## config.mk

```make
export PLATFORM = sky130hd
export DESIGN_NAME = serial_channel
export DESIGN_NICKNAME = d
export VERILOG_FILES = /design/src/core/serial_channel_pkg.sv /design/src/core/serial_channel.sv /design/src/core/bit_timer.sv
export SDC_FILE = /design/constraint.sdc
export NUM_CORES = 1
export LEC_CHECK = 0
export BUFFER_PORTS_ARGS = -buffer_cell sky130_fd_sc_hd__buf_2
export CORE_ASPECT_RATIO = 0.8
export CORE_MARGIN = 1
export CORE_UTILIZATION = 55
export DETAILED_ROUTE_END_ITERATION = 16
export PLACE_DENSITY = 0.85
export SKIP_LAST_GASP = 1
export SYNTH_ARGS = -nofsm -noshare
export SYNTH_HDL_FRONTEND = slang
export SYNTH_SLANG_ARGS = --single-unit
```

## constraint.sdc

```tcl
create_clock -name pclk -period 3.8 [get_ports pclk]
set_clock_uncertainty 0.05 [all_clocks]
set_input_delay 0 -clock pclk [delete_from_list [all_inputs] [get_ports pclk]]
set_output_delay 0 -clock pclk [all_outputs]
set_load 0.02 [all_outputs]
```

## src/core/serial_channel_pkg.sv

```systemverilog
/*
 constants and carrier types of the serial channel: register offsets, field
 positions, reset values, operating modes, bus and pin structs.
 assumes an apb master with 32-bit data and byte addresses.
*/
// Operation
// - internal clock i/o: write sends eight bits
// - word finished sets transmit done flag
// - external clock i/o: shift on incoming clock
// - internal i/o receive starts after flag cleared
// - eight bits received: buffer, flag, interrupt
// - first shift clock starts with receive enable
// - external i/o receive waits for flag clear
// - transmit on falling, receive on rising edge
// - mode field selects 7, 8, 9 bit uart
// - optional even or odd parity, 7/8 bit
// - no parity in 9-bit mode
// - ninth bit from mode, into control register
// - wakeup: interrupt only when ninth bit set
package serial_channel_pkg;

   // ======================================================
   // register map
   localparam logic [7:0] BUF_OFS = 8'h00;
   localparam logic [7:0] MODE_OFS = 8'h04;
   localparam logic [7:0] CTRL_OFS = 8'h08;
   localparam logic [7:0] STAT_OFS = 8'h0c;
   localparam logic [7:0] MASK_OFS = 8'h10;
   localparam logic [7:0] DIV_OFS = 8'h14;

   // ======================================================
   // field positions
   localparam int MODE_SM_LO = 0;
   localparam int MODE_RXE_BIT = 2;
   localparam int MODE_WU_BIT = 3;
   localparam int MODE_TB8_BIT = 4;
   localparam int MODE_EXTCLK_BIT = 5;
   localparam int MODE_ODRAIN_BIT = 6;
   localparam int CTRL_PE_BIT = 0;
   localparam int CTRL_EVEN_BIT = 1;
   localparam int STAT_TX_BIT = 0;
   localparam int STAT_RX_BIT = 1;

   // ======================================================
   // reset values and timing
   // half a bit period in pclk cycles: 80 ns at 5 ns
   localparam logic [15:0] DIV_RESET = 16'h0010;
   localparam logic [1:0] MASK_RESET = 2'h0;
   localparam logic [3:0] IO_BITS = 4'h8;

   // ======================================================
   // modes
   typedef enum logic [1:0]
   {
      MODE_IO = 2'b00,
      MODE_UART7 = 2'b01,
      MODE_UART8 = 2'b10,
      MODE_UART9 = 2'b11
   } mode_type;

   // ======================================================
   // carriers
   typedef struct packed
   {
      logic psel;
      logic penable;
      logic pwrite;
      logic [7:0] paddr;
      logic [31:0] pwdata;
   } apb_req_type;

   typedef struct packed
   {
      logic pready;
      logic pslverr;
      logic [31:0] prdata;
   } apb_rsp_type;

   typedef struct packed
   {
      logic serial_in_pin;
      logic shift_clock_pin;
   } pin_in_type;

   typedef struct packed
   {
      logic serial_out_pin;
      logic serial_out_pin_oe;
      logic shift_clock_pin;
      logic shift_clock_pin_oe;
   } pin_out_type;

endpackage

```

## src/core/serial_channel.sv

```systemverilog
/*
 one serial channel: clocked shift-register i/o mode and 7/8/9-bit uart
 modes, apb register file, sticky interrupt status with mask.
 assumes pins and the external shift clock are asynchronous to pclk.
*/
`timescale 1ns/1ps
module serial_channel
(
   input wire logic pclk,
   input wire logic presetn,
   input serial_channel_pkg::apb_req_type apb_req,
   output serial_channel_pkg::apb_rsp_type apb_rsp,
   input serial_channel_pkg::pin_in_type pins_in,
   output serial_channel_pkg::pin_out_type pins_out,
   output logic irq
);
   import serial_channel_pkg::*;

   // ======================================================
   // state
   typedef struct packed
   {
      logic [1:0] sync_sclk;
      logic [1:0] sync_rxd;
      logic sclk_prev;
      logic rxd_prev;
      mode_type mode;
      logic receive_enable;
      logic wu;
      logic tb8;
      logic ext_clk;
      logic odrain;
      logic pe;
      logic even;
      logic rb8;
      logic perr;
      logic ferr;
      logic [1:0] status;
      logic [1:0] mask;
      logic [15:0] div;
      logic tx_pend;
      logic tx_busy;
      logic tx_half;
      logic [3:0] tx_cnt;
      logic [3:0] tx_len;
      logic [10:0] tx_shift;
      logic rx_busy;
      logic rx_half;
      logic [3:0] rx_cnt;
      logic [10:0] rx_shift;
      logic [7:0] rx_buf;
      logic io_busy;
      logic io_tx;
      logic io_rx;
      logic sclk_out;
      logic txd;
   } state_type;

   state_type s_q;
   state_type s_d;
   logic tx_tick;
   logic rx_tick;

   // ======================================================
   // frame helpers
   function automatic logic [3:0] data_bits(input mode_type m);
      data_bits = (m == MODE_UART7) ? 4'h7 : 4'h8;
   endfunction

   function automatic logic has_extra(input mode_type m, input logic pe);
      has_extra = (m == MODE_UART9) || pe;
   endfunction

   // start + data + optional extra + stop
   function automatic logic [3:0] frame_len(input mode_type m, input logic pe);
      frame_len = data_bits(m) + 4'h2 + {3'h0, has_extra(m, pe)};
   endfunction

   function automatic logic par_bit(input logic [7:0] d, input logic even);
      par_bit = even ? ^d : ~^d;
   endfunction

   function automatic logic [10:0] frame_build(input mode_type m, input logic pe, input logic even,
      input logic tb8, input logic [7:0] wd);
      logic [7:0] d;
      logic x;
      logic [10:0] f;
      d = (m == MODE_UART7) ? {1'b0, wd[6:0]} : wd;
      x = (m == MODE_UART9) ? tb8 : par_bit(d, even);
      f = 11'h7ff;
      f[0] = 1'b0;
      if (m == MODE_UART7)
      begin
         f[7:1] = d[6:0];
         if (pe)
         begin
            f[8] = x;
         end
      end
      else
      begin
         f[8:1] = d;
         if (has_extra(m, pe))
         begin
            f[9] = x;
         end
      end
      frame_build = f;
   endfunction

   // ======================================================
   // bit timers
   bit_timer tx_timer
   (
      .pclk(pclk),
      .presetn(presetn),
      .restart(!(s_q.tx_busy || (s_q.io_busy && !s_q.ext_clk))),
      .div(s_q.div),
      .tick(tx_tick)
   );

   bit_timer rx_timer
   (
      .pclk(pclk),
      .presetn(presetn),
      .restart(!s_q.rx_busy),
      .div(s_q.div),
      .tick(rx_tick)
   );

   // ======================================================
   // bus decode
   logic acc;
   logic wr;
   logic rd;
   logic hit;
   logic [31:0] rdata;

   assign acc = apb_req.psel && apb_req.penable;
   assign wr = acc && apb_req.pwrite;
   assign rd = acc && !apb_req.pwrite;

   always_comb
   begin
      hit = 1'b1;
      rdata = 32'h0000_0000;
      unique case (apb_req.paddr)
         BUF_OFS: rdata = {24'h00_0000, s_q.rx_buf};
         MODE_OFS: rdata = {25'h0, s_q.odrain, s_q.ext_clk, s_q.tb8, s_q.wu, s_q.receive_enable, s_q.mode};
         CTRL_OFS: rdata = {27'h0, s_q.ferr, s_q.perr, s_q.rb8, s_q.even, s_q.pe};
         STAT_OFS: rdata = {30'h0, s_q.status};
         MASK_OFS: rdata = {30'h0, s_q.mask};
         DIV_OFS: rdata = {16'h0000, s_q.div};
         default: hit = 1'b0;
      endcase
   end

   assign apb_rsp.pready = 1'b1;
   assign apb_rsp.pslverr = acc && !hit;
   assign apb_rsp.prdata = rd ? rdata : 32'h0000_0000;

   // ======================================================
   // synchronised pin events
   logic sclk_rise;
   logic sclk_fall;
   logic rxd_fall;
   logic sin;
   logic io_mode;
   logic rx_ready;
   logic fall_ev;
   logic rise_ev;

   assign sin = s_q.sync_rxd[1];
   assign sclk_rise = s_q.sync_sclk[1] && !s_q.sclk_prev;
   assign sclk_fall = !s_q.sync_sclk[1] && s_q.sclk_prev;
   assign rxd_fall = !sin && s_q.rxd_prev;
   assign io_mode = (s_q.mode == MODE_IO);
   assign rx_ready = s_q.receive_enable && !s_q.status[STAT_RX_BIT];

   // internal clock idles high: a tick with it high is a falling edge
   always_comb
   begin
      if (s_q.ext_clk)
      begin
         fall_ev = s_q.io_busy && sclk_fall;
         rise_ev = s_q.io_busy && sclk_rise;
      end
      else
      begin
         fall_ev = s_q.io_busy && tx_tick && s_q.sclk_out;
         rise_ev = s_q.io_busy && tx_tick && !s_q.sclk_out;
      end
   end

   // ======================================================
   // next state
   logic [10:0] rx_new;
   logic [10:0] rx_frame;
   logic [3:0] rlen;
   logic [7:0] rdat;
   logic rext;
   logic deliver;

   always_comb
   begin
      s_d = s_q;
      rx_new = {sin, s_q.rx_shift[10:1]};
      rlen = frame_len(s_q.mode, s_q.pe);
      rx_frame = rx_new >> (4'hb - rlen);
      rdat = (s_q.mode == MODE_UART7) ? {1'b0, rx_frame[7:1]} : rx_frame[8:1];
      rext = (s_q.mode == MODE_UART7) ? rx_frame[8] : rx_frame[9];
      deliver = !(s_q.mode == MODE_UART9 && s_q.wu && !rext);

      // first stage feeds only the second
      s_d.sync_sclk = {s_q.sync_sclk[0], pins_in.shift_clock_pin};
      s_d.sync_rxd = {s_q.sync_rxd[0], pins_in.serial_in_pin};
      s_d.sclk_prev = s_q.sync_sclk[1];
      s_d.rxd_prev = s_q.sync_rxd[1];

      // register writes; flag clears come first so hardware sets win
      if (wr)
      begin
         unique case (apb_req.paddr)
            BUF_OFS:
            begin
               s_d.tx_pend = 1'b1;
               s_d.tx_len = io_mode ? IO_BITS : frame_len(s_q.mode, s_q.pe);
               s_d.tx_shift = io_mode ? {3'h7, apb_req.pwdata[7:0]}
                  : frame_build(s_q.mode, s_q.pe, s_q.even, s_q.tb8, apb_req.pwdata[7:0]);
            end
            MODE_OFS:
            begin
               s_d.mode = mode_type'(apb_req.pwdata[MODE_SM_LO +: 2]);
               s_d.receive_enable = apb_req.pwdata[MODE_RXE_BIT];
               s_d.wu = apb_req.pwdata[MODE_WU_BIT];
               s_d.tb8 = apb_req.pwdata[MODE_TB8_BIT];
               s_d.ext_clk = apb_req.pwdata[MODE_EXTCLK_BIT];
               s_d.odrain = apb_req.pwdata[MODE_ODRAIN_BIT];
            end
            CTRL_OFS:
            begin
               s_d.pe = apb_req.pwdata[CTRL_PE_BIT];
               s_d.even = apb_req.pwdata[CTRL_EVEN_BIT];
            end
            STAT_OFS: s_d.status = s_q.status & ~apb_req.pwdata[1:0];
            MASK_OFS: s_d.mask = apb_req.pwdata[1:0];
            DIV_OFS: s_d.div = apb_req.pwdata[15:0];
            default: ;
         endcase
      end
      // reading the received byte frees the receiver
      if (rd && apb_req.paddr == BUF_OFS)
      begin
         s_d.status[STAT_RX_BIT] = 1'b0;
      end

      // ===================================================
      // i/o interface mode
      if (io_mode && !s_q.io_busy && (s_q.tx_pend || rx_ready))
      begin
         s_d.io_busy = 1'b1;
         s_d.io_tx = s_q.tx_pend;
         s_d.io_rx = rx_ready;
         s_d.tx_pend = 1'b0;
         s_d.tx_cnt = 4'h0;
      end
      if (s_q.io_busy && !s_q.ext_clk && tx_tick)
      begin
         s_d.sclk_out = !s_q.sclk_out;
      end
      if (fall_ev && s_q.io_tx)
      begin
         s_d.txd = s_q.tx_shift[0];
      end
      if (rise_ev)
      begin
         s_d.rx_shift = rx_new;
         s_d.tx_shift = {1'b1, s_q.tx_shift[10:1]};
         s_d.tx_cnt = s_q.tx_cnt + 4'h1;
         if (s_q.tx_cnt == IO_BITS - 4'h1)
         begin
            s_d.io_busy = 1'b0;
            if (s_q.io_tx)
            begin
               s_d.status[STAT_TX_BIT] = 1'b1;
            end
            if (s_q.io_rx)
            begin
               s_d.rx_buf = rx_new[10:3];
               s_d.status[STAT_RX_BIT] = 1'b1;
            end
         end
      end

      // ===================================================
      // uart transmitter: two ticks per bit
      if (!io_mode && !s_q.tx_busy && s_q.tx_pend)
      begin
         s_d.tx_busy = 1'b1;
         s_d.tx_pend = 1'b0;
         s_d.tx_cnt = 4'h0;
         s_d.tx_half = 1'b0;
      end
      if (s_q.tx_busy && tx_tick)
      begin
         s_d.tx_half = !s_q.tx_half;
         if (!s_q.tx_half)
         begin
            s_d.txd = s_q.tx_shift[0];
         end
         else
         begin
            s_d.tx_shift = {1'b1, s_q.tx_shift[10:1]};
            s_d.tx_cnt = s_q.tx_cnt + 4'h1;
            if (s_q.tx_cnt == s_q.tx_len - 4'h1)
            begin
               s_d.tx_busy = 1'b0;
               s_d.status[STAT_TX_BIT] = 1'b1;
            end
         end
      end

      // ===================================================
      // uart receiver: samples at mid bit
      if (!io_mode && s_q.receive_enable && !s_q.rx_busy && rxd_fall)
      begin
         s_d.rx_busy = 1'b1;
         s_d.rx_cnt = 4'h0;
         s_d.rx_half = 1'b0;
      end
      if (s_q.rx_busy && rx_tick)
      begin
         s_d.rx_half = !s_q.rx_half;
         if (!s_q.rx_half)
         begin
            s_d.rx_shift = rx_new;
            s_d.rx_cnt = s_q.rx_cnt + 4'h1;
            // a start bit that is high again was a glitch
            if (s_q.rx_cnt == 4'h0 && sin)
            begin
               s_d.rx_busy = 1'b0;
            end
            else if (s_q.rx_cnt == rlen - 4'h1)
            begin
               s_d.rx_busy = 1'b0;
               s_d.ferr = !sin;
               if (s_q.mode == MODE_UART9)
               begin
                  s_d.rb8 = rext;
                  s_d.perr = 1'b0;
               end
               else
               begin
                  s_d.perr = s_q.pe && (rext != par_bit(rdat, s_q.even));
               end
               if (deliver)
               begin
                  s_d.rx_buf = rdat;
                  s_d.status[STAT_RX_BIT] = 1'b1;
               end
            end
         end
      end

      // mode change abandons any transfer in flight
      if (s_q.mode != s_d.mode)
      begin
         s_d.io_busy = 1'b0;
         s_d.tx_busy = 1'b0;
         s_d.rx_busy = 1'b0;
         s_d.sclk_out = 1'b1;
         s_d.txd = 1'b1;
      end
      if (!io_mode && !s_q.tx_busy)
      begin
         s_d.txd = s_d.tx_busy ? s_d.txd : 1'b1;
      end
   end

   always_ff @(posedge pclk or negedge presetn)
   begin
      if (!presetn)
      begin
         s_q <= '0;
         s_q.sync_sclk <= 2'h3;
         s_q.sync_rxd <= 2'h3;
         s_q.sclk_prev <= 1'b1;
         s_q.rxd_prev <= 1'b1;
         s_q.mode <= MODE_IO;
         s_q.div <= DIV_RESET;
         s_q.mask <= MASK_RESET;
         s_q.sclk_out <= 1'b1;
         s_q.txd <= 1'b1;
      end
      else
      begin
         s_q <= s_d;
      end
   end

   // ======================================================
   // pins and interrupt
   // open drain only pulls low, letting several nodes share the line
   assign pins_out.serial_out_pin = s_q.odrain ? 1'b0 : s_q.txd;
   assign pins_out.serial_out_pin_oe = s_q.odrain ? !s_q.txd : 1'b1;
   assign pins_out.shift_clock_pin = s_q.sclk_out;
   assign pins_out.shift_clock_pin_oe = io_mode && !s_q.ext_clk;
   assign irq = |(s_q.status & s_q.mask);

endmodule // serial_channel

```

## src/core/bit_timer.sv

```systemverilog
/*
 half-bit tick generator for the serial channel.
 assumes div is stable while a transfer runs; div of zero acts as one.
*/
`timescale 1ns/1ps
module bit_timer
(
   input wire logic pclk,
   input wire logic presetn,
   input wire logic restart,
   input wire logic [15:0] div,
   output logic tick
);
   typedef struct packed
   {
      logic [15:0] cnt;
   } timer_state_type;

   timer_state_type s_q;
   timer_state_type s_d;

   assign tick = !restart && (s_q.cnt + 16'h0001 >= div);

   always_comb
   begin
      s_d = s_q;
      if (restart || tick)
      begin
         s_d.cnt = 16'h0000;
      end
      else
      begin
         s_d.cnt = s_q.cnt + 16'h0001;
      end
   end

   always_ff @(posedge pclk or negedge presetn)
   begin
      if (!presetn)
      begin
         s_q <= '0;
      end
      else
      begin
         s_q <= s_d;
      end
   end
endmodule // bit_timer

```

### Word level (Yosys, flattened, before mapping)

Cells that the tools add are included.

| operators by class | value |
|---|---|
| add/sub/neg operators | 9 |
| $mul | 0 |
| div/mod/pow operators | 0 |
| order comparisons | 2 |
| equality and inequality tests | 12 |
| shift-type cells | 1 |
| muxes and demuxes | 80 |
| bitwise operators | 5 |
| reduce and logical (&&, ||, !) cells | 77 |

Operator list:

| operator | count |
|---|---|
| one-hot mux 16 bit (6 select lines) | 1 |
| two-way mux 8 bit | 7 |
| two-way mux 11 bit | 5 |
| two-way mux 16 bit | 3 |
| two-way mux 1 bit | 40 |
| logical AND 1 bit | 33 |
| adder 16 x 1 -> 16 bit (second input constant) | 2 |
| greater-or-equal comparator 16 bit | 2 |
| two-way mux 32 bit | 1 |
| two-way mux 25 bit | 1 |
| two-way mux 23 bit | 1 |
| two-way mux 21 bit | 1 |
| two-way mux 20 bit | 1 |
| two-way mux 4 bit | 5 |
| two-way mux 9 bit | 2 |
| logical NOT 1 bit | 17 |
| == test 8 x 4 -> 1 bit (second input constant) | 2 |
| == test 8 x 5 -> 1 bit (second input constant) | 2 |
| XNOR reduction 8 bit | 2 |
| XOR reduction 8 bit | 2 |
| two-way mux 7 bit | 2 |
| two-way mux 2 bit | 6 |
| two-way mux 6 bit | 2 |
| AND reduction 2 bit | 6 |
| 28 further kinds | 40 |

| storage, ports and cells | value |
|---|---|
| register bits after elaboration | 122 |
| latch bits | 0 |
| memory bits (writable) | 0 |
| ROM bits | 0 |
| input bits | 47 |
| output and inout port bits | 39 |
| word-level logic and storage cells | 222 |
| memories | 0 |

### Depth between registers and ports, before layout

| depth | value |
|---|---|
| depth in word-level cells | 15 |
| depth in mapped cells | 16 |
| depth with buffers taken out | 15 |

### Hierarchy

A second synthesis with hierarchy kept.

| second synthesis, totals | value |
|---|---|
| cells, all modules | 783 |
| area total of the unflattened synthesis | 7,787.5 µm² |

By module, submodules not included:

| module | times used | cells an instance | area an instance (µm²) | seq. area each (µm²) |
|---|---|---|---|---|
| serial_channel | 1 | 519 | 5,143.7 | 2,213.4 |
| bit_timer (tx_timer) | 1 | 132 | 1,342.5 | 400.4 |
| bit_timer (rx_timer) | 1 | 132 | 1,301.2 | 400.4 |

### Least setup slack after synthesis

OpenSTA, ideal clock, no wires.

| path | value |
|---|---|
| path type | flip-flop to flip-flop |
| from | register rx_timer.s_q[0] (netlist bit) |
| to | register s_q[6] (netlist bit) |
| library setup time | 125 ps |
| arrival | 3,289 ps |
| required time | 3,625 ps |
| setup slack | 337 ps |
| stages on the path, launching flop included | 15 |
| path buffers | 0 |
| clock period less this slack | 3,463 ps |
| cells stage by stage | dfrtp_1 -> ha_1 -> nand3_1 -> nor2_1 -> nand2_1 -> nor3_1 -> xnor2_1 -> ha_1 -> nand2_1 -> nor2_1 -> o211ai_1 -> nor4b_1 -> nor2_1 -> nor4_4 -> mux2_2 |

RTL lines:

| element | RTL line | RTL |
|---|---|---|
| from (decl) | bit_timer.sv:19 | `timer_state_type s_q;` |
| from (signal assigned) | bit_timer.sv:41 | `s_q <= '0;` |
| from (signal assigned) | bit_timer.sv:45 | `s_q <= s_d;` |
| to (decl) | serial_channel.sv:59 | `state_type s_q;` |

==> metrics.txt <==
DR WL/cell ~17 um; Mapped Area 7360 um2; TNS Setup 0 ns; Setup CP Type reg2reg; Worst slew margin about 52%; WP data required slightly above 4 ns; later-pin clock latency in the skew report around 0.42 ns; Vias/cell ~5.8; initial drt markers approximately 550; Worst-path clk slew about 0.05 ns; root buf cell clkbuf_16; first-pass iteration count of the detailed router 5; Clock Sinks 120; Slew @ Worst Pin 0.713 ns; die width approximately 130 um; CP max stage delay 0.39 ns; Worst Path Max Fanout 4; Worst setup EP type flip-flop; gpl congestion 0.874; placed insts between 900 and 1,000; Total Routed Length about 18,000 um; core area around 13,000 um2; fmax ~280 MHz; Top cell by count, worst path nand4_1; FP Rows 37; Synth area leader dfrtp_1; RSZ-0062 raised after global routing no; Die Span Y about 110 um; fin. max-slew vios 0; # IOs between 80 and 90; top-area cell type share of the netlist area between 30% and 40%; Vias around 6,000; largest net degree at the start of global routing roughly 120; die area between 10,000 and 15,000 um2; worst hold margin between 0.06 and 0.07 ns; Unique masters post-synth between 60 and 70; vias in the first global route around 5,700; Critical Path, Cell by Cell and3_1 > and3_4 > nand4_1 > xnor2_2 > ha_1 > nand4_1 > a211o_1 > o32a_1 > a211oi_4 > o211ai_2 > mux2_4 > mux2_2; Lkg Pwr 4.24 nW; Post-synth EDFFs 0; Non-Filler Instances between 1,000 and 1,500; Syn Area/Cell between 9 and 10 um2; clock tree from TritonCTS yes; total track usage a little over a quarter; CP arrival 3.87 ns; final setup fails 0; nets 940; Buf/Inv on CP 0; Final Cell Area ~8600 um2; # Max-Cap Violations 0; placed cell areas 7790 um2; initial antenna violation count 1; area delta synth->final 16.4%; status completed; Crit path max-delay family compound AO/OA/AOI/OAI gates; Buffers on Ports 52; PwrDens between 300 and 400 nW/um2; post-route minimum period 3.62 ns; FFs w/ async S/R, synth 100%; Final Cycle Share about 95%; HP Class in2reg; Congestion Overflow GR 0; TritonCTS buffer count 17; wire length of the first global-routing pass a little under 30,000 um; slowest CP cell dfrtp_1; clock buffer depth 2; layout cells sized above 1 between 10% and 20%; Yosys reg bits 120; DRC violations left 0; H-tree Lvls 4; main area contributors after synthesis dfrtp_1 (38%), ha_1 (6.8%), nand2_1 (4.6%); count of antenna-violating nets left after detailed routing 0; register area share after synthesis about 41%; Synth Instances ~780; dominant synthesized flop cell dfrtp_1; Final Hold Vio Count 0; Max VDD drop 0.310 mV; initial core utilization 56.8%; Ys Warns 0; HPWL Detailed around 13,000 um; Startpoint Class flip-flop
## per-stage QoR
step	setup slack, ns	utilization, %	power (mW)
finish	0.184	66.1	3.11
global route	0.0144	66.1	3.21
CTS	0.0144	65.7	3.12
detailed placement	0.0759	60.1	1.66
global placement	0.225	60.1	1.65
floorplan	0.337	-	1.56
## area by class of cell
type	count	area [um2]
flip-flops and latches	120	3020
diodes	1	2.50
clock inverters	3	15.0
fillers	950	4390
inverters	37	139
repair buffers	90	611
multi-input cells	587	4060
well taps	175	219
clock buffers	27	513
## metal layers
metal	wire [um]	up-vias	track usage, %	share of wire (%)
li1	-	2848	-	-
met2	8210	255	41.5	45
met4	489	0	12.3	2.7
met1	8240	2874	38.2	46
met5	0	-	0	0
met3	1160	44	5.00	6.4
## worst paths after layout
| path | depth (start not counted) | slack, ns | endpoint | start |
|---|---|---|---|---|
| worst max-delay path | 12 | 0.18 | s_q[6] | tx_timer.s_q[3] |
| worst min-delay path | 5 | 0.07 | s_q[71] | apb_req[41] |
| worst max register to register | 12 | 0.18 | s_q[6] | tx_timer.s_q[3] |
| worst min register to register | 0 | 0.30 | rx_new[10] | s_d[87] |
| max in group asynchronous | 3 | 3.04 | s_q[60] | presetn |
| min in group asynchronous | 3 | 0.16 | tx_timer.s_q[14] | presetn |
## state kept, by name, indices dropped and copies added (netlist names)
signal        flops
s_d               3
rx_timer.s_q     16
pins_out          1
s_q              74
rx_new           10
tx_timer.s_q     16
## layout by cell type (no fill, tap or decap), types with 25 or more instances in the layout
cell and count:
ha_1 40, buf_2 51, nand3_1 35, inv_1 37
mux2i_1 31, and3_1 27, nand2_1 90, dfrtp_1 110
mux2_2 25, xnor2_1 33, o21ai_0 68, nor2_1 42
## report_power, final
group,internal (mW),switching (mW),total [mW]
Sequential,1.32,0.0456,1.37
Clock,0.908,0.545,1.45
Combinational,0.116,0.174,0.291
Total,2.35,0.765,3.11
## cell families after synthesis
| group | synth area share (%) |
|---|---|
| AND/OR/NAND/NOR | 18.7 |
| AO/OA/AOI/OAI | 11.6 |
| flip-flops | 40.9 |
| buffers and inverters | 5.33 |
| multiplexers | 9.77 |
| XOR/XNOR | 6.73 |
| adder cells (fa/ha/maj) | 6.80 |
| other | 0.102 |
## worst register-to-register path: stages (launching register included)
cell and delay, ns:
dfrtp_1 0.39, and3_1 0.21, and3_4 0.22, nand4_1 0.20, xnor2_2 0.20, ha_1 0.29
nand4_1 0.14, a211o_1 0.31, o32a_1 0.35, a211oi_4 0.35, o211ai_2 0.19, mux2_4 0.33
mux2_2 0.26
## synth_stat cells, drive strengths merged, types with 24 or more instances
library cell and number:
o21ai 68, and3 28, nor2 44, clkbuf 24, ha 40, inv 37, mux2 26, nand2 91
xnor2 34, nand3 35, dfrtp 111, mux2i 31
## repair_timing
action,CTS,global route
hold buffers,20,0
setup buffers,0,1
endpoints found under the hold margin,147,0
endpoints found under the setup margin,0,22
gates resized for setup,0,11
(Power assumes the default switching activity.)
